===== src/tcc_pkg.sv =====
// constants and types shared by the timer and its channels
package tcc_pkg;

   // ----------------------------------------------------------------
   // sizes
   // ----------------------------------------------------------------
   localparam int          CNT_W     = 16;
   localparam int          CH_N      = 4;
   localparam int          DT_W      = 8;
   localparam logic [15:0] CNT_MAX   = 16'hFFFF;
   localparam logic [15:0] CNT_ZERO  = 16'h0000;

   // ----------------------------------------------------------------
   // register offsets (byte addresses)
   // ----------------------------------------------------------------
   localparam logic [7:0]  ADR_CTRL  = 8'h00;
   localparam logic [7:0]  ADR_CNT   = 8'h04;
   localparam logic [7:0]  ADR_STAT  = 8'h08;
   localparam logic [7:0]  ADR_MASK  = 8'h0C;
   localparam logic [7:0]  ADR_DTIME = 8'h10;
   // channel n: config at 0x20 + 8n, value at 0x24 + 8n
   localparam logic [2:0]  ADR_CH_HI = 3'h1;

   // ----------------------------------------------------------------
   // field positions
   // ----------------------------------------------------------------
   localparam int          CTRL_RUN   = 0;
   localparam int          CTRL_EVSEL = 1;
   localparam int          STAT_OVF   = 0;
   localparam int          STAT_CH0   = 1;
   localparam int          STAT_W     = 5;

   // ----------------------------------------------------------------
   // reset values
   // ----------------------------------------------------------------
   localparam logic [1:0]  RST_CTRL  = 2'h0;
   localparam logic [4:0]  RST_STAT  = 5'h00;
   localparam logic [4:0]  RST_MASK  = 5'h00;
   localparam logic [7:0]  RST_DTIME = 8'h00;
   localparam logic [15:0] RST_VAL   = 16'h0000;

   // ----------------------------------------------------------------
   // modes and states
   // ----------------------------------------------------------------
   typedef enum logic [1:0] {
      MODE_OFF = 2'h0,
      MODE_CAP = 2'h1,
      MODE_CMP = 2'h2,
      MODE_PWM = 2'h3
   } ch_mode_t;

   typedef enum logic [1:0] {
      DT_LO   = 2'b00,
      DT_RISE = 2'b01,
      DT_HI   = 2'b11,
      DT_FALL = 2'b10
   } dt_state_t;

endpackage : tcc_pkg


===== src/tcc_timer.sv =====
// 16-bit timer with four capture/compare/pwm channels, wishbone slave
//
// Operation
// - a 16-bit counter counts clock ticks or events, timebase for channels
// - four channels, each set to capture, compare or pwm mode
// - capture mode copies the counter into a buffer on the input event
// - compare mode output follows counter compared with channel threshold
// - pwm mode output shape follows successive written compare values
// - optional dead-time on complementary pwm exists on instance zero only
// - compare matches and overflows go out as events on the routing network
`timescale 1ns/1ps
module tcc_timer
   import tcc_pkg::*;
#(
   parameter int INST_ID = 0
)(
   input  wire logic        I_CLK_SYS,
   input  wire logic        I_RST_B,
   input  wire logic        I_WB_CYC,
   input  wire logic        I_WB_STB,
   input  wire logic        I_WB_WE,
   input  wire logic [7:0]  I_WB_ADR,
   input  wire logic [3:0]  I_WB_SEL,
   input  wire logic [31:0] I_WB_DAT,
   input  wire logic        I_CNT_EVT,
   input  wire logic [3:0]  I_CAP_EVT,
   output logic      [31:0] O_WB_DAT,
   output logic             O_WB_ACK,
   output logic             O_IRQ,
   output logic      [3:0]  O_CH_OUT,
   output logic             O_DT_P,
   output logic             O_DT_N,
   output logic             O_EVT_OVF,
   output logic      [3:0]  O_EVT_CC
);

   // dead-time hardware is built only into the first instance
   localparam bit HAS_DT = (INST_ID == 0);

   // ----------------------------------------------------------------
   // declarations
   // ----------------------------------------------------------------
   logic [1:0]       ctrl_ff;
   logic [CNT_W-1:0] cnt_ff;
   logic [4:0]       stat_ff;
   logic [4:0]       mask_ff;
   logic [DT_W-1:0]  dtime_ff;
   ch_mode_t         mode_ff [CH_N];
   logic [CNT_W-1:0] thr_ff  [CH_N];
   logic [CNT_W-1:0] cap     [CH_N];
   logic [CH_N-1:0]  ch_out;
   logic [CH_N-1:0]  ch_hit;

   logic             req;
   logic             wr;
   logic             is_ch;
   logic [1:0]       ch_idx;
   logic [31:0]      wmask;
   logic [31:0]      rd_data;
   logic             tick;
   logic             cnt_wr;
   logic             wrap;
   logic [4:0]       nxt_stat;

   dt_state_t        dt_st_ff;
   dt_state_t        nxt_dt_st;
   logic [DT_W-1:0]  dt_cnt_ff;
   logic [DT_W-1:0]  nxt_dt_cnt;
   logic             dt_src;

   // ----------------------------------------------------------------
   // bus decode
   // ----------------------------------------------------------------
   // one request per ack; ack drops the cycle after it is given
   assign req    = I_WB_CYC && I_WB_STB && !O_WB_ACK;
   assign wr     = req && I_WB_WE;
   assign is_ch  = (I_WB_ADR[7:5] == ADR_CH_HI) && (I_WB_ADR[1:0] == 2'h0);
   assign ch_idx = I_WB_ADR[4:3];
   assign wmask  = {{8{I_WB_SEL[3]}}, {8{I_WB_SEL[2]}},
                    {8{I_WB_SEL[1]}}, {8{I_WB_SEL[0]}}};

   function automatic logic [31:0] merge(input logic [31:0] old_v,
                                         input logic [31:0] new_v,
                                         input logic [31:0] m);
      merge = (old_v & ~m) | (new_v & m);
   endfunction : merge

   // ----------------------------------------------------------------
   // read mux
   // ----------------------------------------------------------------
   always_comb begin
      rd_data = 32'h0000_0000;
      if (is_ch) begin
         if (I_WB_ADR[2]) begin
            rd_data[CNT_W-1:0] = (mode_ff[ch_idx] == MODE_CAP)
                               ? cap[ch_idx] : thr_ff[ch_idx];
         end else begin
            rd_data[1:0] = mode_ff[ch_idx];
         end
      end else begin
         case (I_WB_ADR)
            ADR_CTRL:  rd_data[1:0]       = ctrl_ff;
            ADR_CNT:   rd_data[CNT_W-1:0] = cnt_ff;
            ADR_STAT:  rd_data[4:0]       = stat_ff;
            ADR_MASK:  rd_data[4:0]       = mask_ff;
            ADR_DTIME: rd_data[DT_W-1:0]  = HAS_DT ? dtime_ff : 8'h00;
            default:   rd_data            = 32'h0000_0000;
         endcase
      end
   end

   always_ff @(posedge I_CLK_SYS or negedge I_RST_B) begin
      if (!I_RST_B) begin
         O_WB_ACK <= 1'b0;
         O_WB_DAT <= 32'h0000_0000;
      end else begin
         O_WB_ACK <= req;
         if (req) begin
            O_WB_DAT <= rd_data;
         end
      end
   end

   // ----------------------------------------------------------------
   // control registers
   // ----------------------------------------------------------------
   always_ff @(posedge I_CLK_SYS or negedge I_RST_B) begin
      if (!I_RST_B) begin
         ctrl_ff  <= RST_CTRL;
         mask_ff  <= RST_MASK;
         dtime_ff <= RST_DTIME;
      end else if (wr && !is_ch) begin
         case (I_WB_ADR)
            ADR_CTRL: ctrl_ff <= 2'(merge({30'h0, ctrl_ff}, I_WB_DAT,
                                          wmask));
            ADR_MASK: mask_ff <= 5'(merge({27'h0, mask_ff}, I_WB_DAT,
                                          wmask));
            ADR_DTIME: begin
               if (HAS_DT) begin
                  dtime_ff <= DT_W'(merge({24'h0, dtime_ff}, I_WB_DAT,
                                          wmask));
               end
            end
            default: ;
         endcase
      end
   end

   always_ff @(posedge I_CLK_SYS or negedge I_RST_B) begin
      if (!I_RST_B) begin
         for (int i = 0; i < CH_N; i++) begin
            mode_ff[i] <= MODE_OFF;
            thr_ff[i]  <= RST_VAL;
         end
      end else if (wr && is_ch) begin
         if (I_WB_ADR[2]) begin
            thr_ff[ch_idx] <= CNT_W'(merge({16'h0, thr_ff[ch_idx]},
                                           I_WB_DAT, wmask));
         end else if (I_WB_SEL[0]) begin
            mode_ff[ch_idx] <= ch_mode_t'(I_WB_DAT[1:0]);
         end
      end
   end

   // ----------------------------------------------------------------
   // counter
   // ----------------------------------------------------------------
   assign tick   = ctrl_ff[CTRL_RUN] &&
                   (!ctrl_ff[CTRL_EVSEL] || I_CNT_EVT);
   assign cnt_wr = wr && !is_ch && (I_WB_ADR == ADR_CNT);
   assign wrap   = tick && !cnt_wr && (cnt_ff == CNT_MAX);

   // a software load beats a tick in the same cycle
   always_ff @(posedge I_CLK_SYS or negedge I_RST_B) begin
      if (!I_RST_B) begin
         cnt_ff <= CNT_ZERO;
      end else if (cnt_wr) begin
         cnt_ff <= CNT_W'(merge({16'h0, cnt_ff}, I_WB_DAT, wmask));
      end else if (tick) begin
         cnt_ff <= cnt_ff + 16'h0001;
      end
   end

   // ----------------------------------------------------------------
   // channels
   // ----------------------------------------------------------------
   for (genvar g = 0; g < CH_N; g++) begin : g_ch
      tcc_channel u_ch (
         .i_clk     (I_CLK_SYS),
         .i_rst_b   (I_RST_B),
         .i_mode    (mode_ff[g]),
         .i_thr     (thr_ff[g]),
         .i_cnt     (cnt_ff),
         .i_tick    (tick),
         .i_wrap    (wrap),
         .i_cap_evt (I_CAP_EVT[g]),
         .o_cap     (cap[g]),
         .o_out     (ch_out[g]),
         .o_hit     (ch_hit[g])
      );
   end

   assign O_CH_OUT = ch_out;

   // ----------------------------------------------------------------
   // event network outputs
   // ----------------------------------------------------------------
   always_ff @(posedge I_CLK_SYS or negedge I_RST_B) begin
      if (!I_RST_B) begin
         O_EVT_OVF <= 1'b0;
      end else begin
         O_EVT_OVF <= wrap;
      end
   end

   // channel hits are already registered pulses
   assign O_EVT_CC = ch_hit;

   // ----------------------------------------------------------------
   // status and interrupt
   // ----------------------------------------------------------------
   // a new event in the clearing cycle survives the clear
   always_comb begin
      nxt_stat = stat_ff;
      if (wr && !is_ch && (I_WB_ADR == ADR_STAT) && I_WB_SEL[0]) begin
         nxt_stat = stat_ff & ~I_WB_DAT[4:0];
      end
      nxt_stat = nxt_stat | {ch_hit, wrap};
   end

   always_ff @(posedge I_CLK_SYS or negedge I_RST_B) begin
      if (!I_RST_B) begin
         stat_ff <= RST_STAT;
         O_IRQ   <= 1'b0;
      end else begin
         stat_ff <= nxt_stat;
         O_IRQ   <= |(nxt_stat & mask_ff);
      end
   end

   // ----------------------------------------------------------------
   // dead-time on channel 0
   // ----------------------------------------------------------------
   // both legs stay low for dtime + 1 cycles around every edge of the pwm
   assign dt_src = HAS_DT && (mode_ff[0] == MODE_PWM) && ch_out[0];

   always_comb begin
      nxt_dt_st  = dt_st_ff;
      nxt_dt_cnt = dt_cnt_ff;
      case (dt_st_ff)
         DT_LO: begin
            if (dt_src) begin
               nxt_dt_st  = DT_RISE;
               nxt_dt_cnt = dtime_ff;
            end
         end
         DT_RISE: begin
            if (!dt_src) begin
               nxt_dt_st = DT_LO;
            end else if (dt_cnt_ff == 8'h00) begin
               nxt_dt_st = DT_HI;
            end else begin
               nxt_dt_cnt = dt_cnt_ff - 8'h01;
            end
         end
         DT_HI: begin
            if (!dt_src) begin
               nxt_dt_st  = DT_FALL;
               nxt_dt_cnt = dtime_ff;
            end
         end
         DT_FALL: begin
            if (dt_src) begin
               nxt_dt_st = DT_HI;
            end else if (dt_cnt_ff == 8'h00) begin
               nxt_dt_st = DT_LO;
            end else begin
               nxt_dt_cnt = dt_cnt_ff - 8'h01;
            end
         end
         default: nxt_dt_st = DT_LO;
      endcase
   end

   always_ff @(posedge I_CLK_SYS or negedge I_RST_B) begin
      if (!I_RST_B) begin
         dt_st_ff  <= DT_LO;
         dt_cnt_ff <= 8'h00;
         O_DT_P    <= 1'b0;
         O_DT_N    <= 1'b0;
      end else begin
         dt_st_ff  <= nxt_dt_st;
         dt_cnt_ff <= nxt_dt_cnt;
         // complementary leg only driven while channel 0 is in pwm
         O_DT_P    <= HAS_DT && (nxt_dt_st == DT_HI);
         O_DT_N    <= HAS_DT && (mode_ff[0] == MODE_PWM) &&
                      (nxt_dt_st == DT_LO);
      end
   end
endmodule : tcc_timer


===== src/tcc_channel.sv =====
// one capture / compare / pwm channel of the timer
`timescale 1ns/1ps
module tcc_channel
   import tcc_pkg::*;
(
   input  wire logic             i_clk,
   input  wire logic             i_rst_b,
   input  wire ch_mode_t         i_mode,
   input  wire logic [CNT_W-1:0] i_thr,
   input  wire logic [CNT_W-1:0] i_cnt,
   input  wire logic             i_tick,
   input  wire logic             i_wrap,
   input  wire logic             i_cap_evt,
   output logic [CNT_W-1:0]      o_cap,
   output logic                  o_out,
   output logic                  o_hit
);

   logic [CNT_W-1:0] buf_ff;
   logic             nxt_out;

   // ----------------------------------------------------------------
   // capture
   // ----------------------------------------------------------------
   always_ff @(posedge i_clk or negedge i_rst_b) begin
      if (!i_rst_b) begin
         o_cap <= RST_VAL;
      end else if (i_mode == MODE_CAP && i_cap_evt) begin
         o_cap <= i_cnt;
      end
   end

   // ----------------------------------------------------------------
   // pwm threshold buffer
   // ----------------------------------------------------------------
   // new duty only at wrap, so a period never sees a torn threshold
   always_ff @(posedge i_clk or negedge i_rst_b) begin
      if (!i_rst_b) begin
         buf_ff <= RST_VAL;
      end else if (i_mode != MODE_PWM || i_wrap) begin
         buf_ff <= i_thr;
      end
   end

   // ----------------------------------------------------------------
   // output and match event
   // ----------------------------------------------------------------
   always_comb begin
      case (i_mode)
         MODE_CMP: nxt_out = (i_cnt >= i_thr);
         MODE_PWM: nxt_out = (i_cnt < buf_ff);
         default:  nxt_out = 1'b0;
      endcase
   end

   always_ff @(posedge i_clk or negedge i_rst_b) begin
      if (!i_rst_b) begin
         o_out <= 1'b0;
         o_hit <= 1'b0;
      end else begin
         o_out <= nxt_out;
         case (i_mode)
            MODE_CAP: o_hit <= i_cap_evt;
            MODE_CMP: o_hit <= i_tick && (i_cnt == i_thr);
            MODE_PWM: o_hit <= i_tick && (i_cnt == buf_ff);
            default:  o_hit <= 1'b0;
         endcase
      end
   end
endmodule : tcc_channel


===== config.mk =====
export PLATFORM = sky130hd
export DESIGN_NAME = tcc_timer
export DESIGN_NICKNAME = d
export VERILOG_FILES = /design/src/tcc_pkg.sv /design/src/tcc_timer.sv /design/src/tcc_channel.sv
export SDC_FILE = /design/constraint.sdc
export NUM_CORES = 1
export LEC_CHECK = 0
export BUFFER_PORTS_ARGS = -buffer_cell sky130_fd_sc_hd__buf_2
export CAP_MARGIN = 0
export CORE_MARGIN = 3
export CORE_UTILIZATION = 40
export CTS_CLUSTER_SIZE = 24
export DETAILED_ROUTE_END_ITERATION = 8
export MAX_ROUTING_LAYER = met4
export PLACE_DENSITY_LB_ADDON = 0.12
export SYNTH_ARGS = -nofsm -noshare
export SYNTH_HDL_FRONTEND = slang
export SYNTH_SLANG_ARGS = --single-unit
export TNS_END_PERCENT = 30

===== constraint.sdc =====
create_clock -name I_CLK_SYS -period 4.9 [get_ports I_CLK_SYS]
set_input_delay 0.98 -clock I_CLK_SYS [delete_from_list [all_inputs] [get_ports I_CLK_SYS]]
set_output_delay 0.98 -clock I_CLK_SYS [all_outputs]
set_load 0.01 [all_outputs]

==> reports/qor.csv, run 1 <==
stage;metric;value;unit
global_route;antenna_found_initial;0;
timing;hold_viol;0;
timing;post-route-min-period;3268;ps
timing;relSlewSlack;0.2722;
synthesis;ys_types;66;
timing;min_period_over_period;0.6670;
worst_hold_path;hold_class;in2async;
synthesis;syn_avg_cell_area;10.58;um2
routing;wl_per_cell;21.31;um
setup_path;crit_chain;and3_1, nand3_1, nor4_4, nor2_4, mux2_2;
timing;slew_violations;0;
clock_tree;clock_latency;570;ps
routing;first_iter_violations;704;
clock_tree;cts_resized;0;
routing;vias;11430;
run_status;status;finished, final reports clean;
power_and_ir_drop;ir_drop;248.5;uV
synthesis;synth_seq_cells;275;
finish;antenna_cells;0;
floorplanning;row_count;72;
finish;area_delta_synth_final;11.12;%
routing;vias_per_cell;5.502;
placed_design;gp_congestion;0.8588;
power_and_ir_drop;p_leak;8.192;nW
setup_path;path_delay_family;simple AND/OR/NAND/NOR gates;
timing;clock_skew;8.764;ps
floorplanning;die_h;204.4;um
synthesis;synthTopCellsByArea;dfrtp_1 44%, ha_1 11%, mux2_2 6.1%;
clock_tree;path_clk_slew;60;ps
synthesis;synth_simple_gate_area_frac;0.1162;
finish;layout_commonest_cell;dfrtp_1;
setup_path;cp_max_fo;19;
synthesis;synth_area;15750;um2
synthesis;syn_inst;1489;
clock_tree;cts_tree;done;
synthesis;ys_seq_area_frac;0.4370;
clock_tree;cts_max_level;1;
global_route;grt_max_degree;98;
setup_path;max_stage_delay;970;ps
finish;finalNetCount;1726;
synthesis;yosys.area_share.xor_xnor;0.0005562;
routing;dr.pass1.iters;5;
setup_path;critPathCaptureType;register;
floorplanning;boundaryPins;99;
setup_path;arrival;3720;ps
routing;final_antenna_net_count;0;
synthesis;ys_warn_count;0;
placed_design;port_buffers;64;
clock_tree;clk_path_buf_depth;3;
power_and_ir_drop;power_density;293.0;nW/um2
routing;totalWireLength;44280;um
timing;worst_pin_slew;1084;ps
placed_design;dpl.hpwl;32380;um
floorplanning;die_x;204.4;um
setup_path;path_class;reg2reg;
global_route;grt_pass1_wl;68370;um
synthesis;synth_top_area_frac;0.4370;
finish;final_cell_mix;275 x dfrtp_1, 143 x inv_1, 135 x ha_1;
floorplanning;die_area;41780;um2
synthesis;synth_ff_type;dfrtp_1;
setup_path;slowest_stage;nor4_4;
synthesis;synth_top_family_by_area;multiplexers;
clock_tree;cts_sinks;275;
run;maxCapViolations;0;
global_route;overflow;0;
finish;drive_above_1_share;0.1718;
setup_path;start_kind;register;
synthesis;synth.largest_area_cell;dfrtp_1;
synthesis;async_flop_share;1.000;
synthesis;synthMuxAreaShare;0.1692;
global_route;grtUsageTotal;0.2191;
floorplanning;core;38740;um2
floorplanning;initial_core_util;0.4065;
timing;fmax;306.0;MHz
clock_tree;cts_hold_buffers;0;
routing;drc;0;
setup_path;crit_required;5350;ps
global_route;grt_pass1_vias;11200;
clock_tree;cts_setup_buffers;0;
setup_path;crit_buf_inv;0;
timing;setup_violations;0;
clock_tree;cts_buffers;31;
timing;grt_setup_unrepaired;no;
synthesis;synth-edff-count;0;
synthesis;synth_adder_area_share;0.1073;
synthesis;synth_compound_area_frac;0.1065;
timing;finalSetupTns;0;ps
finish;postLayoutCoreUtil;0.4517;
clock_tree;root_buffer;clkbuf_16;
## per-layer routing
metal,vias to the layer above,GRT usage,part of all wire
li1,5424,-,-
met1,5669,0.2973,0.46
met2,250,0.3468,0.46
met3,91,0.01895,0.038
met4,0,0.07840,0.039
met5,-,-,0
## layout make-up
type	instances	area (um2)
Sequential cell	275	6882
Multi-Input combinational cell	999	7945
Timing Repair Buffer	87	528.0
Fill cell	3699	21240
Inverter	143	536.8
Clock buffer	47	855.8
Tap cell	518	648.1
Clock inverter	9	101.3
## cells in the mapped netlist (all sizes together), types with 5 or more instances
cell	count
nand3	26
clkbuf	43
nor2b	9
a31oi	16
a221oi	10
o311ai	6
nor2	107
nand4	29
nand3b	7
a21o	8
buf	44
o21a	7
mux2i	94
and3	10
mux2	85
ha	135
nand2b	10
dfrtp	275
and2	6
nor4	11
nand2	93
a21boi	5
nor3	25
o211ai	15
a21oi	123
or4	8
a211oi	11
mux4	34
o21ai	42
inv	143
## per-stage QoR
step	hold WS (ps)	total power [mW]	std cells	cell area (um2)	worst slack, ps
floorplan	444.6	2.682	1504	15800	1932
CTS	428.3	5.195	2078	17500	1589
finish	365.2	5.127	2078	17500	1632
global route	450.8	5.344	2078	17500	1486
detailed placement	469.0	2.921	2022	16540	1318
global placement	457.4	2.915	2022	16540	1336
## logic make-up (layout without fill, tap and decap cells)
family	Yosys count	in the layout
other cells	1	16
buf+inv	230	286
xor+xnor	1	1
mux	213	213
fa+ha+maj	135	135
flops	275	275
compound gates	272	272
simple gates	362	362
## report_power, final
group | switching [mW] | total [mW] | internal (mW)
combinational | 0.342 | 0.530 | 0.188
clock | 0.948 | 2.25 | 1.30
sequential | 0.0362 | 2.35 | 2.31
total | 1.33 | 5.13 | 3.80
## path summary, 6_finish.rpt
check / start / to / slack [ps] / cells after the start
hold reg to reg: g_ch[0].u_ch.o_cap[9] / g_ch[0].u_ch.o_cap[9] / 480 / 2
min in group I_CLK_SYS: g_ch[0].u_ch.o_cap[9] / g_ch[0].u_ch.o_cap[9] / 480 / 2
hold / removal: I_RST_B / dt_cnt_ff[3] / 370 / 1
setup reg to reg: register / g_ch[1].u_ch.buf_ff[0] / 1630 / 5
setup / recovery: register / g_ch[1].u_ch.buf_ff[0] / 1630 / 5
max in group asynchronous: I_RST_B / g_ch[3].u_ch.buf_ff[14] / 3480 / 2
No activity file was read; power rests on OpenSTA's default activity.
==> inputs of run 2 (changes only) <==
--- a/config.mk
+++ b/config.mk
@@ -5,6 +5,7 @@
 export SDC_FILE = /design/constraint.sdc
 export NUM_CORES = 1
 export LEC_CHECK = 0
+export ABC_AREA = 1
 export BUFFER_PORTS_ARGS = -buffer_cell sky130_fd_sc_hd__buf_2
 export CAP_MARGIN = 0
 export CORE_MARGIN = 3
==> constraint.sdc (replaced) <==
create_clock -name I_CLK_SYS -period 2.7 [get_ports I_CLK_SYS]
set_input_delay 0.54 -clock I_CLK_SYS [delete_from_list [all_inputs] [get_ports I_CLK_SYS]]
set_output_delay 0.54 -clock I_CLK_SYS [all_outputs]
set_load 0.01 [all_outputs]
==> run 2 against run 1 <==
  * First-iteration DRC count is 73% higher
  * Clock power is 95% higher
  * Cell area is 2.6% higher
  * Sequential power is 86% higher
  * Sequential share of layout area is 1.0 points lower
  * Combinational power grew to 3.2 times the previous value
  * Synthesized cell count is 35% higher
  * Via count is 22% higher
  * Highest routed layer unchanged
  * Die area is 1.1% higher
  * Largest cell class unchanged
  * Final cell count is 26% higher
  * Clock skew is 6.5 ps higher
==> reports/qor.csv, run 2 <==
stage;metric;value;unit;change
run_status;status;finished, final reports clean;;
clock_tree;cts_resized;0;;unchanged
worst_hold_path;min_from;I_WB_DAT[2];;
setup_path;r2r_setup_slack;290;ps;-1350 ps
timing;holdWs;318.5;ps;-46.68 ps
floorplanning;die_area;42240;um2;+1.1%
routing;wl_per_cell;19.68;um;-7.6%
clock_tree;clk_path_buf_depth;3;;unchanged
power_and_ir_drop;clock_power_share;0.419;;-0.020
synthesis;synth_seq_cells;275;;unchanged
setup_path;path_delay_family;simple AND/OR/NAND/NOR gates;;
placed_design;dpl.hpwl;38310;um;+18%
power_and_ir_drop;p_leak;8.841;nW;+7.9%
placed_design;port_buffers;64;;unchanged
setup_path;cp_max_fo;31;;+12
run;maxCapViolations;0;;unchanged
setup_path;path_class;reg2reg;;
setup_path;cp.depth;9;;+4
finish;final_cell_mix;498 x nand2_1, 275 x dfrtp_1, 220 x inv_1;;
power_and_ir_drop;combPwrFrac;0.162;;+0.059
synthesis;synthMostInstantiatedCell;nand2_1;;
timing;min_period_over_period;0.8943;;+0.2273
timing;relSlewSlack;0.5088;;+0.2366
clock_tree;cts_setup_buffers;0;;unchanged
setup_path;crit_buf_inv;1;;+1
finish;finalNetCount;2275;;+32%
floorplanning;core;39010;um2;+0.70%
timing;hold_viol;0;;unchanged
finish;antenna_cells;0;;unchanged
worst_hold_path;hold_class;in2reg;;
routing;vias_per_cell;5.317;;-3.4%
setup_path;arrival;2870;ps;-850 ps
worst_hold_path;hold_depth;3;;
routing;first_iter_violations;1221;;+73%
synthesis;ys_types;46;;-30%
power_and_ir_drop;p_sw_frac;0.2933;;+0.03462
synthesis;synth_common_cells;498 x nand2_1, 275 x dfrtp_1, 220 x inv_1, 217 x o21ai_0, 146 x nor2_1;;
synthesis;syn_avg_cell_area;7.949;um2;-25%
timing;fmax;414.1;MHz;+35%
finish;postLayoutCoreUtil;0.4602;;+0.008514
synthesis;ys_seq_area_frac;0.4322;;-0.004842
floorplanning;die_x;205.5;um;+0.54%
setup_path;crit_required;3150;ps;-2200 ps
synthesis;synth_area;15920;um2;+1.1%
finish;filler_cell_count;3885;;+5.0%
synthesis;syn_inst;2003;;+35%
finish;layout_commonest_cell;nand2_1;;
finish;fin_area;17950;um2;+2.6%
clock_tree;clock_latency;550;ps;-20 ps
clock_tree;root_buffer;clkbuf_16;;
clock_tree;cts_max_level;2;;+1
timing;post-route-min-period;2415;ps;-853.5 ps
setup_path;crit_top_cell;nand2_1;;
routing;final_antenna_net_count;0;;unchanged
setup_path;crit_chain;ha_1, nand3_1, inv_1, nand2_1, nor2_1, nand3_4, nand2_4, nand2_1, o21ai_1;;
global_route;grt_pass1_wl;79530;um;+16%
routing;totalWireLength;51640;um;+17%
clock_tree;path_clk_slew;60;ps;about the same
global_route;antenna_found_initial;0;;unchanged
timing;clock_skew;15.26;ps;+6.499 ps
clock_tree;cts_buffers;34;;+9.7%
synthesis;synth_top_area_frac;0.4322;;-0.004842
timing;setup_violations;0;;unchanged
floorplanning;die_h;205.5;um;+0.54%
timing;finalSetupTns;0;ps;unchanged
clock_tree;cts_sinks;275;;unchanged
routing;vias;13950;;+22%
clock_tree;cts_tree;done;;
setup_path;start_kind;register;;
power_and_ir_drop;power_density;583.1;nW/um2;+99%
finish;area_delta_synth_final;12.74;%;
setup_path;critPathCaptureType;register;;
placed_design;gp_congestion;0.9302;;+8.3%
floorplanning;boundaryPins;99;;unchanged
placed_design;placed_area;16880;um2;+2.1%
floorplanning;row_count;72;;unchanged
routing;drc;0;;unchanged
global_route;grtUsageTotal;0.2549;;+0.03571
timing;worst_pin_slew;736.0;ps;-347.6 ps
setup_path;max_stage_delay;380;ps;-590 ps
global_route;grt_pass1_vias;13140;;+17%
global_route;grt_max_degree;71;;-28%
setup_path;r2r_cells;9;;+4
timing;grt_setup_unrepaired;no;;
global_route;overflow;0;;unchanged
synthesis;synth.largest_area_cell;dfrtp_1;;
power_and_ir_drop;ir_drop;495.8;uV;+100%
power_and_ir_drop;p_switching;3.070;mW;+130%
synthesis;synth-edff-count;0;;unchanged
synthesis;async_flop_share;1.000;;unchanged
timing;slew_violations;0;;unchanged
setup_path;slowest_stage;nand2_4;;
synthesis;synthTopCellsByArea;dfrtp_1 43%, nand2_1 12%, ha_1 11%;;
synthesis;ys_warn_count;0;;unchanged
floorplanning;initial_core_util;0.4082;;+0.001706
synthesis;synth_ff_type;dfrtp_1;;
setup_path;r2r-end;g_ch[2].u_ch.buf_ff[9];;
finish;drive_above_1_share;0.1011;;-0.07066
power_and_ir_drop;internal_power;7.397;mW;+95%
routing;dr.pass1.iters;5;;unchanged
power_and_ir_drop;seqPwrFrac;0.419;;-0.039
run 2: how the worst max path moves through the flow:
stage,to,slack [ps],start
after detailed placement,O_WB_DAT[5],230,I_WB_ADR[3]
after global placement,O_WB_DAT[5],280,I_WB_ADR[3]
after CTS,g_ch[2].u_ch.buf_ff[9],290,register
after global routing,g_ch[0].u_ch.buf_ff[12],70,register
final,g_ch[2].u_ch.buf_ff[9],290,register
after floorplan,g_ch[0].u_ch.buf_ff[11],840,register
run 2: stage by stage:
| step | std cells | total power, mW | setup slack (ps) |
|---|---|---|---|
| detailed placement | 2567 | 6.136 | 231.1 |
| floorplan | 2018 | 5.432 | 843.1 |
| CTS | 2624 | 10.57 | 292.1 |
| global placement | 2567 | 6.092 | 276.0 |
| global route | 2624 | 10.95 | 66.10 |
| finish | 2624 | 10.47 | 285.4 |
run 2: cell families (layout without fill, tap and decap cells):
| logic type | Yosys count | after routing | share of synthesized area |
|---|---|---|---|
| DFF | 275 | 275 | 0.4322 |
| AOI/OAI and AO/OA | 465 | 465 | 0.1570 |
| and+or+nand+nor | 804 | 804 | 0.2122 |
| adders and majority gates | 135 | 135 | 0.1061 |
| xor gates and xnor gates | 7 | 7 | 0.003850 |
| buffers and inverters | 316 | 404 | 0.08848 |
| other | 1 | 16 | 0.0002355 |
run 2: layout make-up:
| cell class | instances | area [um2] | area share |
|---|---|---|---|
| inverters | 227 | 852.1 | 0.04747 |
| multi-input cells | 1427 | 7689 | 0.4283 |
| clock inverters | 8 | 62.56 | 0.003485 |
| clock buffers | 48 | 994.7 | 0.05541 |
| flip-flops and latches | 275 | 6882 | 0.3834 |
| repair buffers | 121 | 823.3 | 0.04586 |
| well taps | 518 | 648.1 | 0.03611 |
run 2: worst register-to-register path: stages (launching register included):
cell     delay [ps]
dfrtp_1         360
ha_1            200
nand3_1         210
inv_1           160
nand2_1         120
nor2_1          330
nand3_4         320
nand2_4         390
nand2_1         130
o21ai_1         100
run 2: power groups by stage:
| stage | combinational (mW) | sequential [mW] | clock (mW) |
|---|---|---|---|
| after detailed placement | 1.68 | 4.45 | 0 |
| after global routing | 1.92 | 4.40 | 4.63 |
| after global placement | 1.64 | 4.45 | 0 |
| final | 1.69 | 4.38 | 4.39 |
| after CTS | 1.69 | 4.38 | 4.50 |
| after floorplan | 0.939 | 4.49 | 0 |
run 2: routing by layer:
layer,GRT usage,up-vias,routed length [um]
met4,0.07127,0,1300
met2,0.3899,431,23450
li1,-,6752,-
met5,-,-,0
met1,0.3565,6690,23770
met3,0.03433,79,3119
run 2: repair_timing:
action | 4_1_cts | 5_1_grt
setup endpoints to repair | 0 | 0
hold buffers | 1 | 0
hold endpoints to repair | 28 | 0
